## src/logic/adc_regs_pkg.sv

```systemverilog
// Purpose: Shared constants for the converter result and trigger register block
// Assumes: 32-bit Avalon-MM data, one register per aligned word
// Notes:   Byte address of a register is four times its index
package adc_regs_pkg;

    // ------------------------------------------------------------
    // Bus geometry
    // ------------------------------------------------------------
    localparam int ADDR_W = 10;
    localparam int DATA_W = 32;

    // ------------------------------------------------------------
    // Register indices and byte addresses
    // ------------------------------------------------------------
    localparam logic [7:0] IDX_RESULT_LOW = 8'h00;
    localparam logic [7:0] IDX_RESULT_HIGH = 8'h01;
    localparam logic [7:0] IDX_CONTROL_B = 8'h02;
    localparam logic [7:0] IDX_CONTROL_A = 8'h03;
    localparam logic [7:0] IDX_PIN_VALUE = 8'h04;
    localparam logic [7:0] IDX_DISABLE_0 = 8'h60;
    localparam logic [7:0] IDX_DISABLE_1 = 8'h61;
    localparam logic [7:0] IDX_DISABLE_2 = 8'h62;

    localparam logic [ADDR_W-1:0] ADDR_RESULT_LOW = {IDX_RESULT_LOW, 2'b00};
    localparam logic [ADDR_W-1:0] ADDR_RESULT_HIGH = {IDX_RESULT_HIGH, 2'b00};
    localparam logic [ADDR_W-1:0] ADDR_CONTROL_B = {IDX_CONTROL_B, 2'b00};
    localparam logic [ADDR_W-1:0] ADDR_CONTROL_A = {IDX_CONTROL_A, 2'b00};
    localparam logic [ADDR_W-1:0] ADDR_PIN_VALUE = {IDX_PIN_VALUE, 2'b00};
    localparam logic [ADDR_W-1:0] ADDR_DISABLE_0 = {IDX_DISABLE_0, 2'b00};
    localparam logic [ADDR_W-1:0] ADDR_DISABLE_1 = {IDX_DISABLE_1, 2'b00};
    localparam logic [ADDR_W-1:0] ADDR_DISABLE_2 = {IDX_DISABLE_2, 2'b00};

    // ------------------------------------------------------------
    // Field positions
    // ------------------------------------------------------------
    localparam int RESULT_W = 10;
    localparam int PIN_W = 15;
    localparam int CTLB_LEFT_ADJUST = 3;
    localparam int CTLB_SOURCE_LSB = 0;
    localparam int CTLA_CONVERTER_ENABLE = 7;
    localparam int CTLA_START = 6;
    localparam int CTLA_AUTO_TRIGGER = 5;
    localparam int CTLA_COMPLETE_FLAG = 4;
    localparam int DIS1_USED_W = 4;
    localparam int DIS2_USED_W = 3;

    // ------------------------------------------------------------
    // Reset values
    // ------------------------------------------------------------
    localparam logic [7:0] RST_CONTROL_B = 8'h00;
    localparam logic [7:0] RST_DISABLE = 8'h00;
    localparam logic [RESULT_W-1:0] RST_RESULT = 10'h000;

    // ------------------------------------------------------------
    // Trigger source codes
    // ------------------------------------------------------------
    localparam logic [2:0] SRC_FREE_RUNNING = 3'h0;
    localparam logic [2:0] SRC_COMPARATOR = 3'h1;
    localparam logic [2:0] SRC_EXT_INT0 = 3'h2;
    localparam logic [2:0] SRC_T0_COMPARE_A = 3'h3;
    localparam logic [2:0] SRC_T0_OVERFLOW = 3'h4;
    localparam logic [2:0] SRC_T1_COMPARE_B = 3'h5;
    localparam logic [2:0] SRC_T1_OVERFLOW = 3'h6;
    localparam logic [2:0] SRC_T1_CAPTURE = 3'h7;

    // ------------------------------------------------------------
    // Bus handshake states
    // ------------------------------------------------------------
    typedef enum logic [1:0] {
        BUS_IDLE = 2'b01,
        BUS_ACK = 2'b10
    } bus_state_t;

endpackage

```

## src/logic/sync_two_flop.sv

```systemverilog
// Purpose: Two-flop synchroniser for a vector of pin levels
// Assumes: Each bit is an independent slow level
// Notes:   Only the second stage may be read outside
`timescale 1ns/100ps
`default_nettype none
module sync_two_flop #(
    parameter int W = 1
) (
    input wire logic mclk,
    input wire logic resetn,
    input wire logic [W-1:0] async_in,
    output logic [W-1:0] sync_out
);

    logic [W-1:0] meta_q;
    logic [W-1:0] meta_d;
    logic [W-1:0] sync_q;
    logic [W-1:0] sync_d;

    // Next values of both stages
    always_comb begin
        meta_d = async_in;
        sync_d = meta_q;
    end

    // First stage feeds the second and nothing else
    always_ff @(posedge mclk) begin
        if (!resetn) begin
            meta_q <= '0;
            sync_q <= '0;
        end else begin
            meta_q <= meta_d;
            sync_q <= sync_d;
        end
    end

    assign sync_out = sync_q;

endmodule // sync_two_flop
`default_nettype wire

```

## src/logic/trigger_edge.sv

```systemverilog
// Purpose: Selects one trigger flag and reports its rising edge
// Assumes: Flags come from logic on mclk
// Notes:   Flag 0 is the conversion-complete flag (free running)
`timescale 1ns/100ps
`default_nettype none
module trigger_edge
    import adc_regs_pkg::*;
(
    input wire logic mclk,
    input wire logic resetn,
    input wire logic [7:0] flags,
    input wire logic [2:0] source,
    output logic rise
);

    logic level_q;
    logic level_d;
    logic [2:0] source_q;
    logic [2:0] source_d;
    logic level_now;
    logic to_free_running;

    // Selection, history and edge
    always_comb begin
        level_now = flags[source];
        to_free_running = (source == SRC_FREE_RUNNING) && (source_q != SRC_FREE_RUNNING);
        level_d = level_now;
        source_d = source;
        // Switching from a clear flag onto a set flag is an edge too; switching to free running never is
        rise = level_now && !level_q && !to_free_running;
    end

    // History of the selected level and of the select itself
    always_ff @(posedge mclk) begin
        if (!resetn) begin
            level_q <= 1'b0;
            source_q <= SRC_FREE_RUNNING;
        end else begin
            level_q <= level_d;
            source_q <= source_d;
        end
    end

endmodule // trigger_edge
`default_nettype wire

```

## src/logic/adc_result_trigger_regs.sv

```systemverilog
// Purpose: Result, trigger and input-disable registers of a 10-bit converter
// Assumes: Avalon-MM slave with waitrequest; core and flag sources on mclk
// Notes:   Pin levels are synchronised before use
// ------------------------------------------------------------
// ------------------------------------------------------------
`timescale 1ns/100ps
`default_nettype none
module adc_result_trigger_regs
    import adc_regs_pkg::*;
(
    input wire logic mclk,
    input wire logic resetn,
    input wire logic [ADDR_W-1:0] address,
    input wire logic read,
    input wire logic write,
    input wire logic [DATA_W-1:0] writedata,
    input wire logic [3:0] byteenable,
    output logic [DATA_W-1:0] readdata,
    output logic waitrequest,
    input wire logic conv_done,
    input wire logic [RESULT_W-1:0] conv_result,
    input wire logic [7:1] trigger_flags,
    input wire logic [PIN_W-1:0] pin_levels,
    output logic conv_start,
    output logic converter_enable,
    output logic [PIN_W-1:0] input_buffer_disable
);

    // ------------------------------------------------------------
    // Declarations
    // ------------------------------------------------------------
    bus_state_t bus_q;
    bus_state_t bus_d;
    logic waitrequest_q;
    logic waitrequest_d;
    logic [DATA_W-1:0] readdata_q;
    logic [DATA_W-1:0] readdata_d;
    logic [DATA_W-1:0] read_word;
    logic wr_commit;
    logic rd_commit;
    logic wr_low;
    logic low_read_open;

    logic [RESULT_W-1:0] result_q;
    logic [RESULT_W-1:0] result_d;
    logic lock_q;
    logic lock_d;
    logic [7:0] result_low_byte;
    logic [7:0] result_high_byte;

    logic left_adjust_select_q;
    logic left_adjust_select_d;
    logic [2:0] trigger_source_select_q;
    logic [2:0] trigger_source_select_d;
    logic converter_enable_q;
    logic converter_enable_d;
    logic auto_trigger_enable_q;
    logic auto_trigger_enable_d;
    logic conversion_complete_flag_q;
    logic conversion_complete_flag_d;
    logic conv_start_q;
    logic conv_start_d;

    logic [7:0] input_disable_0_q;
    logic [7:0] input_disable_0_d;
    logic [DIS1_USED_W-1:0] input_disable_1_q;
    logic [DIS1_USED_W-1:0] input_disable_1_d;
    logic [DIS2_USED_W-1:0] input_disable_2_q;
    logic [DIS2_USED_W-1:0] input_disable_2_d;
    logic [PIN_W-1:0] disable_vec;
    logic [PIN_W-1:0] pins_sync;
    logic [PIN_W-1:0] pin_value;

    logic [7:0] flag_vec;
    logic source_rise;

    // ------------------------------------------------------------
    // Pin synchronisers and trigger edge
    // ------------------------------------------------------------

    // Pins are outside mclk, so two flops before any masking
    sync_two_flop #(
        .W(PIN_W)
    ) u_pin_sync (
        .mclk(mclk),
        .resetn(resetn),
        .async_in(pin_levels),
        .sync_out(pins_sync)
    );

    // Code zero watches our own completion flag
    assign flag_vec = {trigger_flags, conversion_complete_flag_q};

    // Rising edge of the selected flag; the mode gating sits with control A
    trigger_edge u_trigger_edge (
        .mclk(mclk),
        .resetn(resetn),
        .flags(flag_vec),
        .source(trigger_source_select_q),
        .rise(source_rise)
    );

    // ------------------------------------------------------------
    // Bus handshake
    // ------------------------------------------------------------

    // Every access gets exactly one wait cycle, then completes
    always_comb begin
        bus_d = bus_q;
        waitrequest_d = 1'b1;
        readdata_d = readdata_q;
        case (bus_q)
            BUS_IDLE: begin
                if (read || write) begin
                    bus_d = BUS_ACK;
                    waitrequest_d = 1'b0;
                    readdata_d = read ? read_word : '0;
                end
            end
            BUS_ACK: begin
                bus_d = BUS_IDLE;
            end
            default: begin
                bus_d = BUS_IDLE;
            end
        endcase
    end

    // Waitrequest and read data are registered, so
    // the answer always trails the request by one edge
    always_ff @(posedge mclk) begin
        if (!resetn) begin
            bus_q <= BUS_IDLE;
            waitrequest_q <= 1'b1;
            readdata_q <= '0;
        end else begin
            bus_q <= bus_d;
            waitrequest_q <= waitrequest_d;
            readdata_q <= readdata_d;
        end
    end

    // Side effects fire only on the edge the master sees waitrequest low
    assign wr_commit = (bus_q == BUS_ACK) && write;
    assign rd_commit = (bus_q == BUS_ACK) && read;
    assign wr_low = wr_commit && byteenable[0];

    // A low-byte read in flight already freezes the result, so the
    // snapshot handed out and the high byte read later stay one pair
    assign low_read_open = read && (address == ADDR_RESULT_LOW);

    // ------------------------------------------------------------
    // Result presentation and read mux
    // ------------------------------------------------------------

    // Alignment is combinational on the stored result, so it acts at once
    always_comb begin
        if (left_adjust_select_q) begin
            result_high_byte = result_q[9:2];
            result_low_byte = {result_q[1:0], 6'h00};
        end else begin
            result_high_byte = {6'h00, result_q[9:8]};
            result_low_byte = result_q[7:0];
        end
    end

    // Disable bits in pin order: channels 11..0, then ain1, ain0, reference
    assign disable_vec = {input_disable_2_q, input_disable_1_q, input_disable_0_q};
    assign pin_value = pins_sync & ~disable_vec;

    // Unmapped addresses read zero; unused upper bits read zero
    always_comb begin
        read_word = '0;
        case (address)
            ADDR_RESULT_LOW: read_word[7:0] = result_low_byte;
            ADDR_RESULT_HIGH: read_word[7:0] = result_high_byte;
            ADDR_CONTROL_B: begin
                read_word[CTLB_LEFT_ADJUST] = left_adjust_select_q;
                read_word[CTLB_SOURCE_LSB +: 3] = trigger_source_select_q;
            end
            ADDR_CONTROL_A: begin
                read_word[CTLA_CONVERTER_ENABLE] = converter_enable_q;
                read_word[CTLA_AUTO_TRIGGER] = auto_trigger_enable_q;
                read_word[CTLA_COMPLETE_FLAG] = conversion_complete_flag_q;
            end
            ADDR_PIN_VALUE: read_word[PIN_W-1:0] = pin_value;
            ADDR_DISABLE_0: read_word[7:0] = input_disable_0_q;
            ADDR_DISABLE_1: read_word[DIS1_USED_W-1:0] = input_disable_1_q;
            ADDR_DISABLE_2: read_word[DIS2_USED_W-1:0] = input_disable_2_q;
            default: read_word = '0;
        endcase
    end

    // ------------------------------------------------------------
    // Result capture and read lock
    // ------------------------------------------------------------

    // A result arriving while locked is dropped, not queued
    always_comb begin
        result_d = result_q;
        lock_d = lock_q;
        if (conv_done && !lock_q && !low_read_open) begin
            result_d = conv_result;
        end
        if (rd_commit && address == ADDR_RESULT_LOW) begin
            lock_d = 1'b1;
        end else if (rd_commit && address == ADDR_RESULT_HIGH) begin
            lock_d = 1'b0;
        end
    end

    // Result and lock registers
    always_ff @(posedge mclk) begin
        if (!resetn) begin
            result_q <= RST_RESULT;
            lock_q <= 1'b0;
        end else begin
            result_q <= result_d;
            lock_q <= lock_d;
        end
    end

    // ------------------------------------------------------------
    // Control registers and trigger
    // ------------------------------------------------------------

    // Bits 7:4 of control B are not stored, so they always read zero
    always_comb begin
        left_adjust_select_d = left_adjust_select_q;
        trigger_source_select_d = trigger_source_select_q;
        converter_enable_d = converter_enable_q;
        auto_trigger_enable_d = auto_trigger_enable_q;
        conversion_complete_flag_d = conversion_complete_flag_q;
        conv_start_d = 1'b0;
        if (wr_low && address == ADDR_CONTROL_B) begin
            left_adjust_select_d = writedata[CTLB_LEFT_ADJUST];
            trigger_source_select_d = writedata[CTLB_SOURCE_LSB +: 3];
        end
        if (wr_low && address == ADDR_CONTROL_A) begin
            converter_enable_d = writedata[CTLA_CONVERTER_ENABLE];
            auto_trigger_enable_d = writedata[CTLA_AUTO_TRIGGER];
            if (writedata[CTLA_COMPLETE_FLAG]) begin
                conversion_complete_flag_d = 1'b0;
            end
            if (writedata[CTLA_START] && writedata[CTLA_CONVERTER_ENABLE]) begin
                conv_start_d = 1'b1;
            end
        end
        // Set after clear so a finish in the clearing cycle is kept
        if (conv_done) begin
            conversion_complete_flag_d = 1'b1;
        end
        // Source edge counts only in auto mode with the converter on
        if (source_rise && auto_trigger_enable_q && converter_enable_q) begin
            conv_start_d = 1'b1;
        end
    end

    // Control bits, completion flag and the start pulse
    always_ff @(posedge mclk) begin
        if (!resetn) begin
            left_adjust_select_q <= RST_CONTROL_B[CTLB_LEFT_ADJUST];
            trigger_source_select_q <= RST_CONTROL_B[CTLB_SOURCE_LSB +: 3];
            converter_enable_q <= 1'b0;
            auto_trigger_enable_q <= 1'b0;
            conversion_complete_flag_q <= 1'b0;
            conv_start_q <= 1'b0;
        end else begin
            left_adjust_select_q <= left_adjust_select_d;
            trigger_source_select_q <= trigger_source_select_d;
            converter_enable_q <= converter_enable_d;
            auto_trigger_enable_q <= auto_trigger_enable_d;
            conversion_complete_flag_q <= conversion_complete_flag_d;
            conv_start_q <= conv_start_d;
        end
    end

    // ------------------------------------------------------------
    // Digital input disable registers
    // ------------------------------------------------------------

    // Only the implemented low bits are stored
    always_comb begin
        input_disable_0_d = input_disable_0_q;
        input_disable_1_d = input_disable_1_q;
        input_disable_2_d = input_disable_2_q;
        if (wr_low && address == ADDR_DISABLE_0) begin
            input_disable_0_d = writedata[7:0];
        end
        if (wr_low && address == ADDR_DISABLE_1) begin
            input_disable_1_d = writedata[DIS1_USED_W-1:0];
        end
        if (wr_low && address == ADDR_DISABLE_2) begin
            input_disable_2_d = writedata[DIS2_USED_W-1:0];
        end
    end

    // Disable bits, cleared only by reset or a write
    always_ff @(posedge mclk) begin
        if (!resetn) begin
            input_disable_0_q <= RST_DISABLE;
            input_disable_1_q <= RST_DISABLE[DIS1_USED_W-1:0];
            input_disable_2_q <= RST_DISABLE[DIS2_USED_W-1:0];
        end else begin
            input_disable_0_q <= input_disable_0_d;
            input_disable_1_q <= input_disable_1_d;
            input_disable_2_q <= input_disable_2_d;
        end
    end

    // ------------------------------------------------------------
    // Outputs, all straight from flops
    // ------------------------------------------------------------
    assign readdata = readdata_q;
    assign waitrequest = waitrequest_q;
    assign conv_start = conv_start_q;
    assign converter_enable = converter_enable_q;
    assign input_buffer_disable = disable_vec;

endmodule // adc_result_trigger_regs
`default_nettype wire

```

## config.mk

```make
export PLATFORM = sky130hd
export DESIGN_NAME = adc_result_trigger_regs
export DESIGN_NICKNAME = d
export VERILOG_FILES = /design/src/logic/adc_regs_pkg.sv /design/src/logic/sync_two_flop.sv /design/src/logic/trigger_edge.sv /design/src/logic/adc_result_trigger_regs.sv
export SDC_FILE = /design/constraint.sdc
export NUM_CORES = 1
export LEC_CHECK = 0
export BUFFER_PORTS_ARGS = -buffer_cell sky130_fd_sc_hd__buf_2
export CAP_MARGIN = 20
export CORE_UTILIZATION = 31
export DETAILED_ROUTE_END_ITERATION = 6
export PLACE_DENSITY = 0.58
export SLEW_MARGIN = 5
export SYNTH_ARGS = -nofsm -noshare
export SYNTH_HDL_FRONTEND = slang
export SYNTH_SLANG_ARGS = --single-unit
export TNS_END_PERCENT = 20
```

## constraint.sdc

```tcl
create_clock -name mclk -period 2.2 [get_ports mclk]
set_clock_uncertainty 0.15 [all_clocks]
set_input_delay 0.22 -clock mclk [delete_from_list [all_inputs] [get_ports mclk]]
set_output_delay 0.22 -clock mclk [all_outputs]
set_load 0.01 [all_outputs]
```

Yosys cells after proc, flatten, opt, wreduce, memory -nomap -nowiden
Index checks and enable logic that the tools add are counted.
{ "word_totals": {"n_memories": 0, "romBits": 0, "latchBits": 0, "out_inout_bits": 50, "register_bits": 103, "wordCells": 83, "ram_bits": 0, "input_bits": 83} }
{ "classes": {"order_cmp": 1, "eq_ne": 9, "addsub": 0, "reduce_logical": 33, "multipliers": 0, "shifts": 0, "div_mod_pow": 0, "n_mux": 20, "bitwise": 2} }
{ "ops": {"columns": ["cell", "n"], "rows": [
  ["$eq 10x9->1 const B", 3],
  ["$pmux 3 s7", 1],
  ["$eq 10x4->1 const B", 2],
  ["$logic_and 1x1->1", 19],
  ["$mux 8", 2],
  ["$and 15x15->15", 1],
  ["$mux 15", 1],
  ["$not 15->15", 1],
  ["$eq 10x3->1 const B", 1],
  ["$eq 10x5->1 const B", 1],
  ["$logic_not 10->1", 1],
  ["$mux 1", 10],
  ["$pmux 2 s5", 1],
  ["$mux 7", 1],
  ["$pmux 1 s6", 1],
  ["$reduce_and 2->1", 3],
  ["$reduce_bool 2->1", 3],
  ["$pmux 1 s5", 1],
  ["$logic_not 1->1", 4],
  ["$lt 3x4->1 const B", 1],
  ["$pmux 1 s4", 1],
  ["$bmux 1 s3", 1],
  ["$logic_not 3->1", 1],
  ["$reduce_bool 3->1", 1],
  ["other kinds (3)", 3]
]} }

Depth between registers and ports, before layout
Gate-level depths: netlist of run 1.
{ "depth": {"word_depth": 7, "ltp_mapped": 7, "depth_no_buf": 5} }

Hierarchy
From an unflattened synthesis of run 1, not the netlist that was laid out.
{ "hier_totals": {"hier_cells": 416, "area_unflattened_um2": 3798.6} }
{ "by_module_without_submodules": {"columns": ["mod", "n_inst", "cells_each", "seq_area_each_um2", "area_each_um2"], "rows": [
  ["adc_result_trigger_regs", 1, 332, 1041.0, 2751.4],
  ["sync_two_flop", 1, 63, 600.6, 812.0],
  ["trigger_edge", 1, 21, 80.1, 235.2]
]} }

Worst setup path after synthesis of run 1
No wires, ideal clock.
{ "synth_timing": {"kind": "input to register", "from": "in address[6]", "to": "reg result_q[0]", "required_ns": 1.931, "arrival_time_ns": 1.600, "setup_slack_ns": 0.331, "setup_time_ns": 0.119, "cell_stages": 7, "n_path_buf": 2, "path_cell_list": "or4_1 -> buf_6 -> nor3_4 -> a311oi_1 -> buf_2 -> nand3_1 -> o21ai_1"} }
{ "synth_between": {"elab_chain_cells": 4} }
{ "synth_lines": {"columns": ["item", "line", "text"], "rows": [
  ["start: declaration", "adc_result_trigger_regs.sv:13", "input wire logic [ADDR_W-1:0] address,"],
  ["$logic_not 10->1", "adc_result_trigger_regs.sv:150", "assign low_read_open = read && (address == ADDR_RESULT_LOW);"],
  ["$logic_and 1x1->1", "adc_result_trigger_regs.sv:150", null],
  ["$logic_not 1->1", "adc_result_trigger_regs.sv:202", "if (conv_done && !lock_q && !low_read_open) begin"],
  ["$logic_and 1x1->1", "adc_result_trigger_regs.sv:202", null],
  ["end signal: assignment", "adc_result_trigger_regs.sv:218", "result_q <= result_d;"],
  ["end: declaration", "adc_result_trigger_regs.sv:44", "logic [RESULT_W-1:0] result_q;"]
]} }
No other way between the ends.
A chain may end at the register's enable or synchronous reset.

Worst setup path after layout of run 1
{ "layout_timing": {"from": "reg bus_q[0]", "to": "reg readdata_q[5], in the netlist readdata[5]"} }
{ "layout_between": {"elab_chain_cells": 2} }
{ "layout_lines": {"columns": ["item", "line", "text"], "rows": [
  ["start: declaration", "adc_result_trigger_regs.sv:32", "bus_state_t bus_q;"],
  ["start signal: assignment", "adc_result_trigger_regs.sv:137", "bus_q <= bus_d;"],
  ["$eq 2x1->1", "adc_result_trigger_regs.sv:112", "case (bus_q)"],
  ["$reduce_and 2->1 (no source line)", null, null],
  ["end signal: assignment", "adc_result_trigger_regs.sv:139", "readdata_q <= readdata_d;"],
  ["end: declaration", "adc_result_trigger_regs.sv:36", "logic [DATA_W-1:0] readdata_q;"]
]} }
No other way between the ends.

==> flow_summary.json, run 1 <==
{
  "drt_iter0_drc": 219,
  "hold_path_class": "in2reg",
  "synth_mux_area_share_pct": 5.95,
  "netlist.area_leader.share_pct": 47.1,
  "timing.critical_path.buf_inv": 0,
  "synth_seq_cells": 86,
  "grt_pass1_vias": 3308,
  "core_area_um2": 11500,
  "drc": 0,
  "crit_family": "compound AO/OA/AOI/OAI gates",
  "cts.root.buffer_cell": "clkbuf_16",
  "max_freq_mhz": 507,
  "yosys-top-cells-area": "dfxtp_1 47%, and2_1 6.0%, nand2_1 4.3%",
  "fin_ws_ps": 228,
  "crit_cells": 5,
  "r2r_end": "readdata[5]",
  "critical_path.max_fanout": 18,
  "dr_total_vias": 3357,
  "layout_common_cells": "88 x buf_2, 86 x dfxtp_1, 42 x nand2_1",
  "worstSkewPairLatency_ps": 340,
  "slew_headroom_pct": 35.7,
  "totalWireLength_um": 10300,
  "rsz0062_at_grt": "false",
  "crit_end": "readdata[5]",
  "yosys_warnings": 0,
  "cp_slowest_stage_delay_ps": 370,
  "synth_fa_ha_area_share_pct": 0,
  "post-place-ws_ps": 16.0,
  "viasPerCell": 4.93,
  "antenna_left": 0,
  "reg2reg_slack_ps": 230,
  "finalSetupViolCount": 0,
  "gp_congestion": 0.893,
  "holdPathStages": 3,
  "worstMarginPinSlew_ps": 965,
  "netlist_area_um2": 3660,
  "tns_ps": 0,
  "clk_pin_slew_ps": 70,
  "fin_area_um2": 4910,
  "yosysTopAreaCell": "dfxtp_1",
  "synth.avg_cell_area_um2": 9.10,
  "status": "finished clean",
  "synth-simple-area-share_pct": 25.2,
  "synth_top_family_by_area": "simple AND/OR/NAND/NOR gates",
  "cp_slowest_cell": "o21ai_2",
  "chipHeight_um": 111,
  "yosysSeqAreaShare_pct": 47.1,
  "start_util_pct": 31.9,
  "startpoint": "bus_q[0]",
  "htree_levels": 3,
  "final_common_cell": "buf_2",
  "cp_cell_sequence": "nor2b_1 > o21ai_2 > a32o_1 > a221oi_1 > nor3_1",
  "drive_above_1_share_pct": 28.1,
  "antenna_found_initial": 0,
  "finalHoldViolations": 0,
  "worstSetupEndpointType": "register",
  "post_dp_cell_area_um2": 4320,
  "syn_inst": 402,
  "final.period_utilization_pct": 89.6,
  "clock-sinks": 86,
  "rows": 39,
  "cts_tree": "done",
  "synth_compound_area_share_pct": 13.9,
  "grt_use_total_pct": 17.0,
  "drv_cap": 0,
  "rr_worst_depth": 5,
  "grt_pass1_wl_um": 16400,
  "critical_path_class": "reg2reg",
  "synth_xor_area_share_pct": 0,
  "pin_count": 133,
  "period_needed_ps": 1970,
  "die_w_um": 111,
  "r2r_start": "bus_q[0]",
  "drv_slew": 0,
  "grt_max_degree": 32,
  "startpoint_type": "register",
  "globalRoute.totalOverflow": 0,
  "cts_made_buffers": 9,
  "drt_first_pass_iters": 6,
  "worstPathArrival_ps": 2030,
  "cts_buffer_depth": 2,
  "synth_ff_type": "dfxtp_1",
  "dieArea_um2": 12200,
  "wl_per_cell_um": 15.1,
  "io_buffers": 88,
  "p_per_area_nw_per_um2": 704,
  "hpwl_um": 7570,
  "p_leak_nw": 2.03,
  "ys_types": 53,
  "ir_drop_uv": 455,
  "async_flop_share_pct": 0,
  "holdWs_ps": 19.9,
  "area_growth_pct": 34.3,
  "n_antenna_cell": 0,
  "worstPathRequired_ps": 2260,
  "nets": 616,
  "synth_edf_count": 0
}
[area by class of cell]
cell class | instances | area (um2)
repair buffers | 145 | 941
clock inverters | 7 | 80.1
inverters | 14 | 52.6
clock buffers | 9 | 225
multi-input cells | 277 | 1720
flip-flops and latches | 86 | 1720
well taps | 143 | 179
fillers | 1137 | 6550
[power breakdown]
| group | internal, mW | total (mW) | switching (mW) |
|---|---|---|---|
| Sequential | 1.60 | 1.62 | 0.0189 |
| Clock | 0.895 | 1.55 | 0.657 |
| Combinational | 0.133 | 0.290 | 0.157 |
[synthesized netlist by cell type, types with 5 or more instances]
cell type   n
mux2i_1    15
nor2b_1     5
nand3_1    28
and2_1     35
a21oi_1    22
clkbuf_1   13
dfxtp_1    86
inv_1      13
buf_4      17
nand4_1     5
nor2_1     22
o21ai_1    11
buf_2       7
nand2_1    42
a32oi_1    10
[flip-flops by register name, summed over array words and instances, names as in the netlist, 2 cells and up]
register                 flops
bus_q                        2
input_disable_0_q            8
input_disable_1_q            4
input_disable_2_q            3
readdata                    15
result_q                    10
trigger_source_select_q      3
u_pin_sync.meta_q           15
u_pin_sync.sync_out         15
u_trigger_edge.source_q      3
[cells by family after synthesis]
family                 Yosys count
AND/OR/NAND/NOR                168
AO/OA/AOI/OAI                   73
flip-flops                      86
buffers and inverters           55
multiplexers                    19
other                            1
[stage by stage]
step | utilization (%) | cells | power, mW
after floorplan | - | 418 | 1.81
after global placement | 37.7 | 636 | 1.90
after detailed placement | 37.7 | 636 | 1.90
after CTS | 42.9 | 681 | 3.49
after global routing | 42.9 | 681 | 3.58
final | 42.9 | 681 | 3.46
[worst register-to-register path: cells and delay by family (launching register included)]
family	cells	cell delay (ps)
AND/OR/NAND/NOR	2	420
flip-flops	1	330
AO/OA/AOI/OAI	3	950
[metal layers]
metal | part of all wire, % | up-vias | track usage, %
met5 | 0 | - | 0
met4 | 1.9 | 0 | 6.58
met3 | 7.1 | 16 | 5.43
met2 | 45 | 133 | 26.7
met1 | 46 | 1557 | 21.6
li1 | - | 1651 | -
[what timing repair did]
item | 4_1_cts | 5_1_grt
endpoints found under the hold margin | 30 | 0
setup buffers | 0 | 0
resized for setup | 0 | 0
hold buffers | 29 | 0
[how the worst min path moves through the flow]
stage	startpoint	end	slack [ps]
2_1_floorplan	pin_levels[0]	u_pin_sync.meta_q[0]	200
3_3_place_gp	u_pin_sync.meta_q[13]	u_pin_sync.sync_out[13]	260
3_5_place_dp	u_pin_sync.meta_q[10]	u_pin_sync.sync_out[10]	270
4_1_cts	writedata[1]	input_disable_0_q[1]	7
5_1_grt	writedata[1]	input_disable_0_q[1]	30
6_report	writedata[1]	input_disable_0_q[1]	20
(Power assumes the default switching activity.)
==> run 2, diff against run 1 <==
--- a/config.mk
+++ b/config.mk
@@ -9,7 +9,6 @@
 export CAP_MARGIN = 20
 export CORE_UTILIZATION = 31
 export DETAILED_ROUTE_END_ITERATION = 6
-export PLACE_DENSITY = 0.58
 export SLEW_MARGIN = 5
 export SYNTH_ARGS = -nofsm -noshare
 export SYNTH_HDL_FRONTEND = slang
==> constraint.sdc (replaced) <==
create_clock -name mclk -period 2.45 [get_ports mclk]
set_clock_uncertainty 0.15 [all_clocks]
set_input_delay 0.245 -clock mclk [delete_from_list [all_inputs] [get_ports mclk]]
set_output_delay 0.245 -clock mclk [all_outputs]
set_load 0.01 [all_outputs]
==> run 2 against run 1 <==
  * Register-to-register slack better by 300 ps
  * Sequential power is 10% lower
  * Non-clock buffer count shrank 27
  * Clock power decreased by 17%
  * Flip-flop and latch count did not move
  * Count of clock-buffer cells in the layout up 2
  * Total power is 14% lower
  * Wire length decreased by 1.5%
  * Core utilization down 2.0 points
  * Worst hold slack worse by 20 ps
  * Critical endpoint is now readdata[4]
  * Highest routed layer unchanged
==> flow_summary.json, run 2 (synthesis results as in run 1) <==
{
  "viasPerCell": 4.96,
  "slew_headroom_pct": 37.9,
  "final.period_utilization_pct": 81.2,
  "r2r_start": "left_adjust_select_q",
  "drive_above_1_share_pct": 25.6,
  "drt_first_pass_iters": 4,
  "holdPathEnd": "result_q[2]",
  "ir_drop_uv": 250,
  "final_common_cell": "buf_2",
  "antenna_found_initial": 0,
  "holdPathStages": 3,
  "worstSkewPairLatency_ps": 330,
  "worstMarginPinSlew_ps": 931,
  "worstSetupEndpointType": "register",
  "rows": 39,
  "chipHeight_um": 111,
  "r2r_end": "readdata[0]",
  "startpoint_type": "input pin",
  "fillers": 1176,
  "reg2reg_slack_ps": 530,
  "n_antenna_cell": 0,
  "hold_path_startpoint": "conv_result[2]",
  "io_buffers": 88,
  "rsz0062_at_grt": "false",
  "gp_congestion": 0.918,
  "pin_count": 133,
  "worstPathRequired_ps": 2550,
  "area_growth_pct": 28.0,
  "rr_worst_depth": 5,
  "start_util_pct": 31.9,
  "drt_iter0_drc": 240,
  "grt_pass1_vias": 3151,
  "grt_max_degree": 39,
  "dieArea_um2": 12200,
  "nets": 589,
  "clock-sinks": 86,
  "status": "finished clean",
  "dr_total_vias": 3246,
  "hpwl_um": 7420,
  "drc": 0,
  "antenna_left": 0,
  "finalSetupViolCount": 0,
  "startpoint": "address[6]",
  "final_core_util_pct": 40.9,
  "post_cts_buffers": 0,
  "layout_common_cells": "88 x buf_2, 86 x dfxtp_1, 42 x nand2_1",
  "core_area_um2": 11500,
  "power_mw": 2.97,
  "grt_use_total_pct": 17.1,
  "drv_cap": 0,
  "cts_tree": "done",
  "clk_pin_slew_ps": 70,
  "totalWireLength_um": 10100,
  "critical_path.max_fanout": 9,
  "finalHoldViolations": 0,
  "p_leak_nw": 1.90,
  "worstPathArrival_ps": 2090,
  "period_needed_ps": 1990,
  "htree_levels": 3,
  "grt_pass1_wl_um": 16400,
  "globalRoute.totalOverflow": 0,
  "tns_ps": 0,
  "hold_path_class": "in2reg",
  "critical_path_class": "in2reg",
  "max_freq_mhz": 503,
  "cts_made_buffers": 9,
  "cts_buffer_depth": 2,
  "wl_per_cell_um": 15.5,
  "drv_slew": 0,
  "cts.root.buffer_cell": "clkbuf_16",
  "p_per_area_nw_per_um2": 634,
  "die_w_um": 111
}
## run 2: metal layers
metal  vias up  GRT usage [%]  share of wire (%)
li1       1591              -                  -
met1      1510           22.0                 45
met2       127           26.0                 45
met3        18           5.98                7.2
met4         0           6.76                2.2
met5         -              0                  0
## run 2: per-stage QoR
stage | setup slack (ps) | instance area (um2) | std cells | hold slack, ps
after global placement | 157 | 4190 | 617 | 265
after detailed placement | 146 | 4190 | 617 | 269
final | 461 | 4680 | 654 | 0.372
after CTS | 475 | 4680 | 654 | 0.400
after global routing | 389 | 4680 | 654 | 6.15
after floorplan | 556 | 3720 | 418 | 222
## run 2: worst max-delay path by stage
stage	end	slack (ps)	depth (start not counted)
detailed placement	input_disable_1_q[2]	150	6
finish	readdata[4]	460	7
global route	input_disable_1_q[3]	390	6
CTS	readdata[4]	470	7
floorplan	result_q[0]	560	7
global placement	input_disable_1_q[2]	160	6
## run 2: layout make-up
cell class	count	area (um2)	area share (%)
clock inverter	5	42.5	0.908
clock buffer	11	243	5.18
tap	143	179	3.82
inverter	14	52.6	1.12
timing repair buffer	118	731	15.6
multi-input combinational	277	1720	36.6
sequential	86	1720	36.8
## run 2: timing repair
action,4_1_cts,5_1_grt
endpoints found under the hold margin,21,0
hold buffers,21,0
gates resized for setup,0,0
setup endpoints to repair,0,0
## run 2: where the power goes
| group | total (mW) | switching, mW | internal [mW] |
|---|---|---|---|
| registers | 1.45 | 0.0171 | 1.44 |
| logic | 0.237 | 0.135 | 0.102 |
| clock network | 1.28 | 0.554 | 0.723 |
| total | 2.97 | 0.707 | 2.26 |
## run 2: critical path, stage by stage
cell,delay (ps)
buf_2,110
or4_1,740
nor3_4,260
buf_4,210
a32o_1,190
a221oi_1,90
a311oi_2,240
==> run 3, diff against run 2 <==
==> constraint.sdc (replaced) <==
create_clock -name mclk -period 1.63 [get_ports mclk]
set_clock_uncertainty 0.15 [all_clocks]
set_input_delay 0.163 -clock mclk [delete_from_list [all_inputs] [get_ports mclk]]
set_output_delay 0.163 -clock mclk [all_outputs]
set_load 0.01 [all_outputs]
==> run 3 against run 2 <==
  * Final cell count increased by 7.6%
  * Largest cell class is now multi-input combinational cells
  * Via count increased by 4.2%
  * Critical endpoint is now readdata[1]
  * Highest routed layer unchanged
  * Combinational power increased by 83%
  * Count of clock-buffer cells in the layout decreased by 2
==> flow_summary.json, run 3 (synthesis results as in run 1) <==
{
  "cts_tree": "done",
  "drv_slew": 0,
  "p_comb_share_pct": 8.9,
  "worstSetupEndpointType": "register",
  "grt_busiest_layer": "met2",
  "core_area_um2": 11500,
  "htree_levels": 3,
  "period_needed_ps": 1600,
  "viasPerCell": 4.81,
  "antenna_found_initial": 0,
  "status": "finished clean",
  "critical_path.max_fanout": 6,
  "r2r_end": "readdata[1]",
  "drt_first_pass_iters": 4,
  "crit_cells": 5,
  "rsz0062_at_grt": "true",
  "finalHoldViolations": 0,
  "cp_cell_sequence": "buf_4 > mux2_2 > a22o_1 > a22oi_1 > a32oi_1",
  "die_w_um": 111,
  "io_buffers": 88,
  "cts_buffer_depth": 2,
  "grt_pass1_vias": 3265,
  "drt_iter0_drc": 167,
  "pin_count": 133,
  "p_per_area_nw_per_um2": 932,
  "timing.critical_path.buf_inv": 1,
  "dr_total_vias": 3383,
  "fillers": 1118,
  "hold_path_startpoint": "read",
  "cts.root.buffer_cell": "clkbuf_16",
  "n_antenna_cell": 0,
  "globalRoute.totalOverflow": 0,
  "area_growth_pct": 42.7,
  "ir_drop_uv": 510,
  "fin_area_um2": 5220,
  "startpoint_type": "register",
  "cts_made_buffers": 9,
  "worstSkewPairLatency_ps": 340,
  "wl_per_cell_um": 14.9,
  "chipHeight_um": 111,
  "worstPathRequired_ps": 1690,
  "r2r_start": "left_adjust_select_q",
  "reg2reg_slack_ps": 30,
  "final_common_cell": "buf_2",
  "clock-sinks": 86,
  "cp_slowest_cell": "dfxtp_4",
  "final.period_utilization_pct": 98.1,
  "antenna_left": 0,
  "rr_worst_depth": 5,
  "power_mw": 4.87,
  "p_leak_nw": 2.18,
  "grt_pass1_wl_um": 16800,
  "critical_path_class": "reg2reg",
  "totalWireLength_um": 10500,
  "holdPathStages": 4,
  "fin_ws_ps": 30.9,
  "dieArea_um2": 12200,
  "p_int_mw": 3.74,
  "rows": 39,
  "p_seq_share_pct": 44.9,
  "p_sw_share_pct": 23.2,
  "drc": 0,
  "start_util_pct": 31.9,
  "grt_max_degree": 29,
  "finalSetupViolCount": 0,
  "hpwl_um": 8010,
  "clk_pin_slew_ps": 70,
  "drive_above_1_share_pct": 32.4,
  "grt_util_met1_pct": 23.1,
  "post-place-ws_ps": -360,
  "use_met2_pct": 27.4,
  "cp_slowest_stage_delay_ps": 380,
  "nets": 639,
  "crit_family": "compound AO/OA/AOI/OAI gates",
  "grt_use_total_pct": 17.4,
  "hold_path_class": "in2reg",
  "drv_cap": 0,
  "post_dp_cell_area_um2": 4460,
  "final_core_util_pct": 45.5,
  "gp_congestion": 0.877,
  "grt_use_met3_pct": 4.45,
  "worstPathArrival_ps": 1650,
  "power_frac_clock_pct": 46.2,
  "holdPathEnd": "lock_q",
  "switchingPower_mw": 1.13,
  "layout_common_cells": "86 x buf_2, 85 x dfxtp_1, 42 x nand2_1, 42 x buf_4, 35 x dlygate4sd3_1",
  "max_freq_mhz": 625
}
==> run 3: power groups by stage <==
stage	clock network, mW	registers, mW	logic, mW
3_3_place_gp	0	2.23	0.354
6_report	2.25	2.19	0.434
5_1_grt	2.37	2.19	0.473
2_1_floorplan	0	2.22	0.214
3_5_place_dp	0	2.23	0.358
4_1_cts	2.29	2.18	0.425
==> run 3: final cells by class <==
type | count | area [um2] | area share, %
Clock buffer | 9 | 225 | 4.31
Clock inverter | 7 | 104 | 1.99
Inverter | 14 | 52.6 | 1.01
Multi-Input combinational cell | 277 | 1780 | 34.0
Sequential cell | 86 | 1730 | 33.0
Tap cell | 143 | 179 | 3.43
Timing Repair Buffer | 168 | 1160 | 22.2
==> run 3: worst max-delay path by stage <==
stage,from,endpoint,slack (ps)
global placement,address[7],readdata[5],-330
finish,left_adjust_select_q,readdata[1],30
global route,bus_q[0],readdata[6],-60
detailed placement,address[6],readdata[3],-360
floorplan,address[6],result_q[0],-160
CTS,left_adjust_select_q,readdata[0],2
==> run 3: metrics by stage <==
stage                     hold WS (ps)  TNS [ps]  instances
after detailed placement           221    -11940        652
after CTS                         75.9         0        703
after floorplan                    140     -3890        418
after global placement             217    -11090        652
after global routing              98.7      -367        704
final                             84.3         0        704
==> run 3: timing repair <==
action / CTS / global route
hold buffers: 35 / 0
gates resized for setup: 5 / 15
buffers inserted: 0 / 1
endpoints found under the hold margin: 48 / 0
setup endpoints to repair: 12 / 32
pin swaps: 2 / 4
==> run 3: worst min-delay path: cells and delay by family <==
family	cells	cell delay [ps]
buffers and inverters	1	150
and+or+nand+nor	2	160
AOI/OAI and AO/OA	1	50
==> run 3: routing by layer <==
metal	vias up	wire length (um)
met3	12	758
met5	-	0
met4	0	127
met2	117	4770
met1	1554	4870
li1	1700	-
